`src/elsl_defines.vh`:
```
// constants for the little-endian external memory lane steering block
// Behaviour
// - half-word address: low or upper half
// - 32-bit half write: replicate, strobes UUAA/AAUU
// - 16-bit half access: one transfer, XXAA
// - 8-bit half write: two XXXA writes, low first
// - 32-bit half read: pick half into bits 15..0
// - 8-bit half read: two XXXA reads, low first
// - byte address classed by lane and parity
// - 32-bit byte write: replicate, one-hot lane strobe
// - 16-bit byte: even address, XXUA or XXAU
// - 8-bit byte: single XXXA transfer at address
// - byte read: selected lane into bits 7..0
// - A asserted, U deasserted, lane 3 leftmost
// - mapping only when little-endian strap sampled
`ifndef ELSL_DEFINES_VH
`define ELSL_DEFINES_VH

// bank width codes, same coding as the boot width straps
`define ELSL_WIDTH_8 2'h0
`define ELSL_WIDTH_16 2'h1
`define ELSL_WIDTH_32 2'h2
`define ELSL_WIDTH_RSVD 2'h3

// active-lane patterns, bit 3 is the leftmost letter
`define ELSL_LANES_NONE 4'h0
`define ELSL_LANES_LOW_HALF 4'h3
`define ELSL_LANES_UP_HALF 4'hC
`define ELSL_LANES_LANE0 4'h1
`define ELSL_LANES_LANE1 4'h2

// all lanes idle on the active-low strobes and masks
`define ELSL_LANES_IDLE_N 4'hF

// strap level meaning little-endian external format
`define ELSL_ENDIAN_LITTLE 1'b1

// address alignment masks
`define ELSL_WORD_ALIGN 32'hFFFFFFFC
`define ELSL_HALF_ALIGN 32'hFFFFFFFE

`endif

```
`src/elsl_lane_map.v`:
```
// address, lane and write-data mapping for one external transfer
`include "elsl_defines.vh"

module elsl_lane_map (
   input wire [31:0] addr_i,
   input wire half_i,
   input wire [1:0] width_i,
   input wire beat_i,
   input wire [15:0] wdata_i,
   output reg [31:0] ext_addr_o,
   output reg [3:0] lanes_o,
   output reg [31:0] wdata_o
);

   // lanes_o is active high here; the top inverts it for the pins
   always @* begin
      ext_addr_o = addr_i;
      lanes_o = `ELSL_LANES_LANE0;
      wdata_o = {16'h0000, wdata_i};
      case (width_i)
         `ELSL_WIDTH_32: begin
            ext_addr_o = addr_i & `ELSL_WORD_ALIGN;
            if (half_i) begin
               // bit 1 picks lower or upper half
               lanes_o = addr_i[1] ? `ELSL_LANES_UP_HALF : `ELSL_LANES_LOW_HALF;
               wdata_o = {wdata_i, wdata_i};
            end else begin
               lanes_o = 4'h1 << addr_i[1:0];
               wdata_o = {4{wdata_i[7:0]}};
            end
         end
         `ELSL_WIDTH_16: begin
            ext_addr_o = addr_i & `ELSL_HALF_ALIGN;
            if (half_i) begin
               lanes_o = `ELSL_LANES_LOW_HALF;
            end else begin
               // x lanes of the pattern are driven inactive
               lanes_o = addr_i[0] ? `ELSL_LANES_LANE1 : `ELSL_LANES_LANE0;
               wdata_o = {16'h0000, wdata_i[7:0], wdata_i[7:0]};
            end
         end
         default: begin
            // 8-bit bank: second beat of a half-word is address plus one
            if (half_i) begin
               ext_addr_o = addr_i + {31'h00000000, beat_i};
               wdata_o = {24'h000000, beat_i ? wdata_i[15:8] : wdata_i[7:0]};
            end else begin
               wdata_o = {24'h000000, wdata_i[7:0]};
            end
            lanes_o = `ELSL_LANES_LANE0;
         end
      endcase
   end

endmodule // elsl_lane_map

```
`src/elsl_read_align.v`:
```
// picks the addressed lane or half out of the external read data
`include "elsl_defines.vh"

module elsl_read_align (
   input wire [31:0] rdata_i,
   input wire [1:0] addr_lo_i,
   input wire half_i,
   input wire [1:0] width_i,
   output reg [15:0] value_o
);

   // result always lands at bit 0; upper bits zero for bytes
   always @* begin
      value_o = {8'h00, rdata_i[7:0]};
      case (width_i)
         `ELSL_WIDTH_32: begin
            if (half_i) begin
               value_o = addr_lo_i[1] ? rdata_i[31:16] : rdata_i[15:0];
            end else begin
               case (addr_lo_i)
                  2'h0: value_o = {8'h00, rdata_i[7:0]};
                  2'h1: value_o = {8'h00, rdata_i[15:8]};
                  2'h2: value_o = {8'h00, rdata_i[23:16]};
                  default: value_o = {8'h00, rdata_i[31:24]};
               endcase
            end
         end
         `ELSL_WIDTH_16: begin
            if (half_i) begin
               value_o = rdata_i[15:0];
            end else begin
               value_o = {8'h00, addr_lo_i[0] ? rdata_i[15:8] : rdata_i[7:0]};
            end
         end
         default: begin
            // 8-bit bank: only bits 7..0 carry data
            value_o = {8'h00, rdata_i[7:0]};
         end
      endcase
   end

endmodule // elsl_read_align

```
`src/elsl_steer.v`:
```
// top of the little-endian external memory lane steering block
`include "elsl_defines.vh"

module elsl_steer #(
   // bank count and the width of the bank index
   parameter NUM_BANKS = 4,
   parameter BANK_IW = 2
) (
   // clock, reset and power-on strap
   input wire core_clk_i,
   input wire nrst_i,
   input wire endian_strap_i,
   // per-bank width codes, two bits a bank
   input wire [2*NUM_BANKS-1:0] bank_width_cfg_i,
   // system-side request
   input wire req_valid_i,
   input wire req_write_i,
   input wire req_half_i,
   input wire [BANK_IW-1:0] req_bank_i,
   input wire [31:0] internal_system_address_i,
   input wire [15:0] internal_system_data_i,
   // system-side response
   output wire req_ready_o,
   output wire resp_valid_o,
   output wire resp_err_o,
   output wire [15:0] resp_rdata_o,
   // external transfer handshake
   output wire mem_req_o,
   output wire mem_write_o,
   input wire mem_ack_i,
   // external address, lanes and data pins
   output wire [31:0] external_address_pins_o,
   output wire [3:0] write_lane_strobe_n_o,
   output wire [3:0] sdram_lane_mask_o,
   output wire [31:0] external_data_pins_o,
   output wire external_data_pins_oe_n_o,
   input wire [31:0] external_data_pins_i
);

   // sequencer states
   localparam [1:0] ST_IDLE = 2'h0;
   localparam [1:0] ST_PREP = 2'h1;
   localparam [1:0] ST_BUS = 2'h2;

   reg [1:0] state_ff;
   reg [1:0] nxt_state;

   // endian strap capture
   reg strap_taken_ff;
   reg little_ff;

   // latched request
   reg write_ff;
   reg half_ff;
   reg [1:0] width_ff;
   reg [31:0] addr_ff;
   reg [15:0] wdata_ff;
   reg beat_ff;
   reg [7:0] low_byte_ff;
   reg [1:0] nxt_width;

   // registered outputs
   reg ready_ff;
   reg resp_valid_ff;
   reg resp_err_ff;
   reg [15:0] resp_rdata_ff;
   reg mem_req_ff;
   reg mem_write_ff;
   reg [31:0] ext_addr_ff;
   reg [3:0] strobe_n_ff;
   reg [3:0] mask_ff;
   reg [31:0] ext_wdata_ff;
   reg oe_n_ff;

   // next values
   reg nxt_ready;
   reg nxt_resp_valid;
   reg nxt_resp_err;
   reg [15:0] nxt_resp_rdata;
   reg nxt_mem_req;
   reg nxt_mem_write;
   reg [31:0] nxt_ext_addr;
   reg [3:0] nxt_strobe_n;
   reg [3:0] nxt_mask;
   reg [31:0] nxt_ext_wdata;
   reg nxt_oe_n;
   reg nxt_beat;
   reg [7:0] nxt_low_byte;

   wire [31:0] map_addr;
   wire [3:0] map_lanes;
   wire [31:0] map_wdata;
   wire [15:0] rd_value;
   wire take;
   wire split;
   wire bad_req;
   wire bad_endian;
   wire bad_width;
   wire bad_align;

   assign take = req_valid_i & ready_ff;

   // an 8-bit bank turns a half-word into two transfers
   assign split = half_ff & (width_ff == `ELSL_WIDTH_8);

   // big-endian mapping lives elsewhere, so every request is refused then
   assign bad_endian = (little_ff != `ELSL_ENDIAN_LITTLE);
   // reserved width code has no lane table
   assign bad_width = (width_ff == `ELSL_WIDTH_RSVD);
   // a half-word on an odd address would straddle two halves
   assign bad_align = half_ff & addr_ff[0];
   // refused requests never reach the pins
   assign bad_req = bad_endian | bad_width | bad_align;

   // width of the addressed bank, taken when the request is accepted
   always @* begin
      nxt_width = bank_width_cfg_i[1:0];
      if (req_bank_i < NUM_BANKS) begin
         nxt_width = bank_width_cfg_i[2*req_bank_i +: 2];
      end
   end

   elsl_lane_map u_lane_map (
      .addr_i(addr_ff),
      .half_i(half_ff),
      .width_i(width_ff),
      .beat_i(beat_ff),
      .wdata_i(wdata_ff),
      .ext_addr_o(map_addr),
      .lanes_o(map_lanes),
      .wdata_o(map_wdata)
   );

   elsl_read_align u_read_align (
      .rdata_i(external_data_pins_i),
      .addr_lo_i(addr_ff[1:0]),
      .half_i(half_ff),
      .width_i(width_ff),
      .value_o(rd_value)
   );

   // strap is caught by a clocked process on the first edge after release
   always @(posedge core_clk_i or negedge nrst_i) begin
      if (!nrst_i) begin
         strap_taken_ff <= 1'b0;
         little_ff <= 1'b0;
      end else if (!strap_taken_ff) begin
         // later strap changes are ignored until the next reset
         strap_taken_ff <= 1'b1;
         little_ff <= endian_strap_i;
      end
   end

   // request latch; fields hold until the sequence ends
   always @(posedge core_clk_i or negedge nrst_i) begin
      if (!nrst_i) begin
         write_ff <= 1'b0;
         half_ff <= 1'b0;
         width_ff <= `ELSL_WIDTH_8;
         addr_ff <= 32'h00000000;
         wdata_ff <= 16'h0000;
      end else if (take) begin
         // width frozen per request; a config change mid-sequence is harmless
         write_ff <= req_write_i;
         half_ff <= req_half_i;
         width_ff <= nxt_width;
         addr_ff <= internal_system_address_i;
         wdata_ff <= internal_system_data_i;
      end
   end

   // sequencer: prepare, hold the bus until ack, repeat for a split
   always @* begin
      nxt_state = state_ff;
      nxt_ready = ready_ff;
      nxt_resp_valid = 1'b0;
      nxt_resp_err = 1'b0;
      nxt_resp_rdata = resp_rdata_ff;
      nxt_mem_req = mem_req_ff;
      nxt_mem_write = mem_write_ff;
      nxt_ext_addr = ext_addr_ff;
      nxt_strobe_n = strobe_n_ff;
      nxt_mask = mask_ff;
      nxt_ext_wdata = ext_wdata_ff;
      nxt_oe_n = oe_n_ff;
      nxt_beat = beat_ff;
      nxt_low_byte = low_byte_ff;
      case (state_ff)
         ST_IDLE: begin
            // ready only once the strap has been sampled
            nxt_ready = strap_taken_ff;
            if (take) begin
               nxt_ready = 1'b0;
               nxt_beat = 1'b0;
               nxt_state = ST_PREP;
            end
         end
         // drive one transfer, or refuse without touching the pins
         ST_PREP: begin
            if (bad_req) begin
               // no external cycle at all for a refused request
               nxt_resp_valid = 1'b1;
               nxt_resp_err = 1'b1;
               nxt_resp_rdata = 16'h0000;
               nxt_ready = 1'b1;
               nxt_state = ST_IDLE;
            end else begin
               // load the mapped transfer into the pin flops
               nxt_mem_req = 1'b1;
               nxt_mem_write = write_ff;
               nxt_ext_addr = map_addr;
               // pins are active low: A is 0, U and X are 1
               nxt_mask = ~map_lanes;
               nxt_strobe_n = write_ff ? ~map_lanes : `ELSL_LANES_IDLE_N;
               nxt_ext_wdata = map_wdata;
               nxt_oe_n = ~write_ff;
               nxt_state = ST_BUS;
            end
         end
         // hold everything until the memory acknowledges
         ST_BUS: begin
            if (mem_ack_i) begin
               nxt_mem_req = 1'b0;
               nxt_mem_write = 1'b0;
               nxt_strobe_n = `ELSL_LANES_IDLE_N;
               nxt_mask = `ELSL_LANES_IDLE_N;
               nxt_oe_n = 1'b1;
               if (split && !beat_ff) begin
                  // first beat carries the low byte
                  nxt_low_byte = external_data_pins_i[7:0];
                  nxt_beat = 1'b1;
                  nxt_state = ST_PREP;
               end else begin
                  // last beat: answer and free the request side
                  nxt_resp_valid = 1'b1;
                  nxt_ready = 1'b1;
                  nxt_state = ST_IDLE;
                  if (write_ff) begin
                     nxt_resp_rdata = 16'h0000;
                  end else if (split) begin
                     nxt_resp_rdata = {external_data_pins_i[7:0], low_byte_ff};
                  end else begin
                     nxt_resp_rdata = rd_value;
                  end
               end
            end
         end
         // unused code: fall back to idle
         default: begin
            nxt_state = ST_IDLE;
            nxt_ready = 1'b0;
            nxt_mem_req = 1'b0;
         end
      endcase
   end

   // all outputs come straight from these flops
   always @(posedge core_clk_i or negedge nrst_i) begin
      if (!nrst_i) begin
         state_ff <= ST_IDLE;
         ready_ff <= 1'b0;
         resp_valid_ff <= 1'b0;
         resp_err_ff <= 1'b0;
         resp_rdata_ff <= 16'h0000;
         mem_req_ff <= 1'b0;
         mem_write_ff <= 1'b0;
         ext_addr_ff <= 32'h00000000;
         strobe_n_ff <= `ELSL_LANES_IDLE_N;
         mask_ff <= `ELSL_LANES_IDLE_N;
         ext_wdata_ff <= 32'h00000000;
         oe_n_ff <= 1'b1;
         beat_ff <= 1'b0;
         low_byte_ff <= 8'h00;
      end else begin
         state_ff <= nxt_state;
         ready_ff <= nxt_ready;
         resp_valid_ff <= nxt_resp_valid;
         resp_err_ff <= nxt_resp_err;
         resp_rdata_ff <= nxt_resp_rdata;
         mem_req_ff <= nxt_mem_req;
         mem_write_ff <= nxt_mem_write;
         ext_addr_ff <= nxt_ext_addr;
         strobe_n_ff <= nxt_strobe_n;
         mask_ff <= nxt_mask;
         ext_wdata_ff <= nxt_ext_wdata;
         oe_n_ff <= nxt_oe_n;
         beat_ff <= nxt_beat;
         low_byte_ff <= nxt_low_byte;
      end
   end

   // ports are plain copies of the output flops
   assign req_ready_o = ready_ff;
   assign resp_valid_o = resp_valid_ff;
   assign resp_err_o = resp_err_ff;
   assign resp_rdata_o = resp_rdata_ff;
   assign mem_req_o = mem_req_ff;
   assign mem_write_o = mem_write_ff;
   assign external_address_pins_o = ext_addr_ff;
   assign write_lane_strobe_n_o = strobe_n_ff;
   assign sdram_lane_mask_o = mask_ff;
   assign external_data_pins_o = ext_wdata_ff;
   assign external_data_pins_oe_n_o = oe_n_ff;

endmodule // elsl_steer

```
`config.mk`:
```
export PLATFORM = sky130hd
export DESIGN_NAME = elsl_steer
export DESIGN_NICKNAME = d
export VERILOG_FILES = /design/src/elsl_lane_map.v /design/src/elsl_read_align.v /design/src/elsl_steer.v
export VERILOG_INCLUDE_DIRS = /design/src
export SDC_FILE = /design/constraint.sdc
export NUM_CORES = 1
export LEC_CHECK = 0
export ABC_CLOCK_PERIOD_IN_PS = 2300
export BUFFER_PORTS_ARGS = -buffer_cell sky130_fd_sc_hd__buf_2
export CELL_PAD_IN_SITES_DETAIL_PLACEMENT = 0
export CELL_PAD_IN_SITES_GLOBAL_PLACEMENT = 2
export CORE_UTILIZATION = 31
export DETAILED_ROUTE_END_ITERATION = 7
export PLACE_DENSITY = 0.86
export SETUP_SLACK_MARGIN = 0.5
export SLEW_MARGIN = 10
export SYNTH_ARGS = -nofsm -noshare
export SYNTH_HDL_FRONTEND = slang
export SYNTH_SLANG_ARGS = --single-unit
```
`constraint.sdc`:
```
create_clock -name core_clk_i -period 2.3 [get_ports core_clk_i]
set_input_delay 0.46 -clock core_clk_i [delete_from_list [all_inputs] [get_ports core_clk_i]]
set_output_delay 0.46 -clock core_clk_i [all_outputs]
set_load 0.1 [all_outputs]
```
==> results.json <==
{
  "area_growth_pct": 47.9,
  "hp-start": "req_write_i",
  "crit_chain": "inv_2 -> buf_4 -> ha_2 -> nor3b_2 -> and4b_2 -> buf_12 -> and3_1 -> a211o_1",
  "core_sq_mm": 0.0242,
  "drv_cap": 0,
  "cp.buffers_inverters": 3,
  "dieArea_sq_mm": 0.0252,
  "critPathMaxStageDelay_ps": 380,
  "vias_per_cell": 5.04,
  "slew_viol_final": 0,
  "die_h_um": 159,
  "setup_viol": 0,
  "synth.distinct_cells": 64,
  "synth_edf_count": 0,
  "worstPathRequired_ps": 2610,
  "status": "finished clean",
  "drive_gt1_share_pct": 53.6,
  "crit_start": "width_ff[1]$_DFFE_PN0P_",
  "rows": 57,
  "synth_seq_cells": 159,
  "critical_path.endpoint": "external_address_pins_o[23]$_DFFE_PN0P_",
  "worst_setup_path_end_kind": "flip-flop",
  "critPathMaxFanout": 10,
  "finalHoldViolations": 0,
  "r2r-start": "width_ff[1]$_DFFE_PN0P_",
  "synth_seq_area_share_pct": 52.3,
  "globalplace.congestion": 0.764,
  "cpLargestDelayFamily": "simple AND/OR/NAND/NOR gates",
  "peakVddDrop_v": 0.00103,
  "totalWireLength_mm": 23.9,
  "grt_first_pass_wirelength_mm": 37.3,
  "timing.rr.end": "external_address_pins_o[23]$_DFFE_PN0P_",
  "final_common_cell": "buf_2",
  "max_freq_mhz": 500,
  "drc": 0,
  "grt_max_degree": 58,
  "synthTopCellsByArea": "dfrtp_1, mux2_2, nand2_1",
  "rrSetupSlack_ps": 300,
  "critPathArrivalTime_ps": 2310,
  "r2r_cells": 8,
  "n_fill_cell": 2277,
  "skew_ps": 11.8,
  "root_buffer": "clkbuf_16",
  "detail-route-antenna-nets": 0,
  "yosysTopAreaCell": "dfrtp_1",
  "syn_inst": 689,
  "wire_per_inst_um": 18.5,
  "path_depth": 8,
  "postPlaceCellArea_sq_mm": 0.00923,
  "synth_warnings": 0,
  "htree_levels": 4,
  "port-buffer-count": 190,
  "synth_top_area_share_pct": 49.2,
  "grtUsageTotal_pct": 19.0,
  "cp-start-kind": "flip-flop",
  "vias": 6529,
  "clkLatencyLatePin_ps": 420,
  "tightest_slew_ps": 527,
  "cts_tree": "yes",
  "synthFlopType": "dfrtp_1",
  "crit_type": "reg -> reg",
  "hold_class": "in -> reg",
  "overflow": 0,
  "final_cell_mix": "buf_2, dfrtp_1, nand2_1, mux2_2, buf_4",
  "firstDrtPassIters": 4,
  "min_period_ps": 2000,
  "preCtsSetupSlack_ps": -73.7,
  "power.total_mw": 19.1,
  "antenna_found_initial": 0,
  "maxSlewHeadroom_pct": 65.1,
  "clock-sinks": 159,
  "cts_buffer_depth": 2,
  "first_global_vias": 6608,
  "synth_area_per_cell_sq_um": 11.1,
  "synth_fp_nets": 796,
  "nNetsFinal": 1065,
  "clk_pin_slew_ps": 70,
  "setup_ws_ps": 298,
  "cts_buffers": 17,
  "design_area_sq_mm": 0.0113,
  "dp_hpwl_mm": 15.7,
  "syn_area_sq_mm": 0.00763,
  "rsz0062_at_grt": "yes",
  "initial_utilization_pct": 31.5,
  "die_w_um": 159,
  "power_leakage_nw": 5.24,
  "cpMaxStageDelayCell": "dfrtp_1",
  "fin_crit_sh_pct": 87.0,
  "io_pins": 191,
  "drtIter0Drc": 331,
  "diodes": 0,
  "synthArstFlopShare_pct": 100,
  "power_density_mw_per_mm2": 1700
}
==> cells by family (layout without fill, tap and decap cells) <==
kind of cell	after synthesis	count (layout)	synth area share (%)
and+or+nand+nor	224	226	14.7
DFF	159	159	52.3
AOI/OAI and AO/OA	154	154	14.8
muxes	93	93	13.9
buffers and inverters	46	326	2.41
adders and majority gates	10	10	1.64
xor gates and xnor gates	2	2	0.230
other	1	1	0.0491
==> synth_stat cells (all sizes together) (3+ instances only) <==
cell and number:
mux4 3, o211a 3, nand4 8, and2 4, nand2b 4, a21oi 6, or3 3, or4 3
inv 9, o211ai 8, mux2 72, clkbuf 21, o31ai 20, o32a 3, a31oi 4, a221oi 15
a22o 10, a211o 3, nor3 11, nand3 33, buf 16, a2bb2oi 4, ha 10, nor2 41
dfstp 9, o311ai 8, o2bb2ai 8, dfrtp 150, nor2b 5, nand2 91, o21a 6, o21ai 36
nor4 6, a22oi 10, and3 5, nor3b 3, mux2i 18
==> worst min path at each step <==
stage | end | slack [ps] | cells past startpoint
finish | write_ff$_DFFE_PN0P_ | 260 | 2
global route | addr_ff[12]$_DFFE_PN0P_ | 250 | 2
CTS | addr_ff[11]$_DFFE_PN0P_ | 240 | 2
detailed placement | external_address_pins_o[30]$_DFFE_PN0P_ | 440 | 1
global placement | external_address_pins_o[30]$_DFFE_PN0P_ | 440 | 1
floorplan | addr_ff[0]$_DFFE_PN0P_ | 160 | 0
==> what timing repair did <==
item | in CTS | in global routing
hold buffers | 1 | 0
endpoints found under the setup margin | 100 | 87
pin swaps | 31 | 40
gates resized for setup | 102 | 102
cloned | 3 | 3
endpoints found under the hold margin | 45 | 0
buffers inserted | 36 | 23
==> per-layer routing <==
| layer | share of wire [%] | up-vias | track usage [%] |
|---|---|---|---|
| li1 | - | 3112 | - |
| met1 | 46 | 3258 | 26.0 |
| met2 | 49 | 150 | 30.4 |
| met3 | 4.1 | 9 | 3.55 |
| met4 | 0.66 | 0 | 5.24 |
| met5 | 0 | - | 0 |
==> stage by stage <==
step                hold WS [ps]  setup TNS, ps  std cells  util, %
floorplan                    164              0        689        -
finish                       262              0       1295     46.5
global route                 251              0       1295     46.5
CTS                          239              0       1269     43.5
global placement             445              0       1197     38.1
detailed placement           436          -97.9       1197     38.1
==> state kept, by name (all words and copies together) (netlist names), 2 cells and up <==
name and flops:
addr_ff 32, external_address_pins_o 32, external_data_pins_o 32, resp_rdata_o 16, wdata_ff 16, low_byte_ff 8
sdram_lane_mask_o 4, write_lane_strobe_n_o 4, state_ff 2, width_ff 2
==> worst register-to-register path, cell delays in order, from the launching register on <==
cell	delay [ps]
dfrtp_1	380
inv_2	70
buf_4	130
ha_2	180
nor3b_2	250
and4b_2	290
buf_12	150
and3_1	170
a211o_1	260
==> power breakdown <==
group / leakage, nW / switching, mW / internal, mW / total [mW]
clock network: 0.294 / 1.25 / 1.64 / 2.89
logic: 2.96 / 7.53 / 3.79 / 11.3
registers: 1.99 / 1.04 / 3.89 / 4.93
total: 5.24 / 9.82 / 9.32 / 19.1
==> layout make-up <==
type	instances	area [sq um]	share of cell area, %
Clock inverter	15	179	1.59
Sequential cell	159	3990	35.4
Inverter	9	33.8	0.299
Tap cell	324	405	3.59
Timing Repair Buffer	285	2020	17.9
Multi-Input combinational cell	486	4230	37.5
Clock buffer	17	425	3.77
Note: power is estimated with default switching activity, not from simulation.
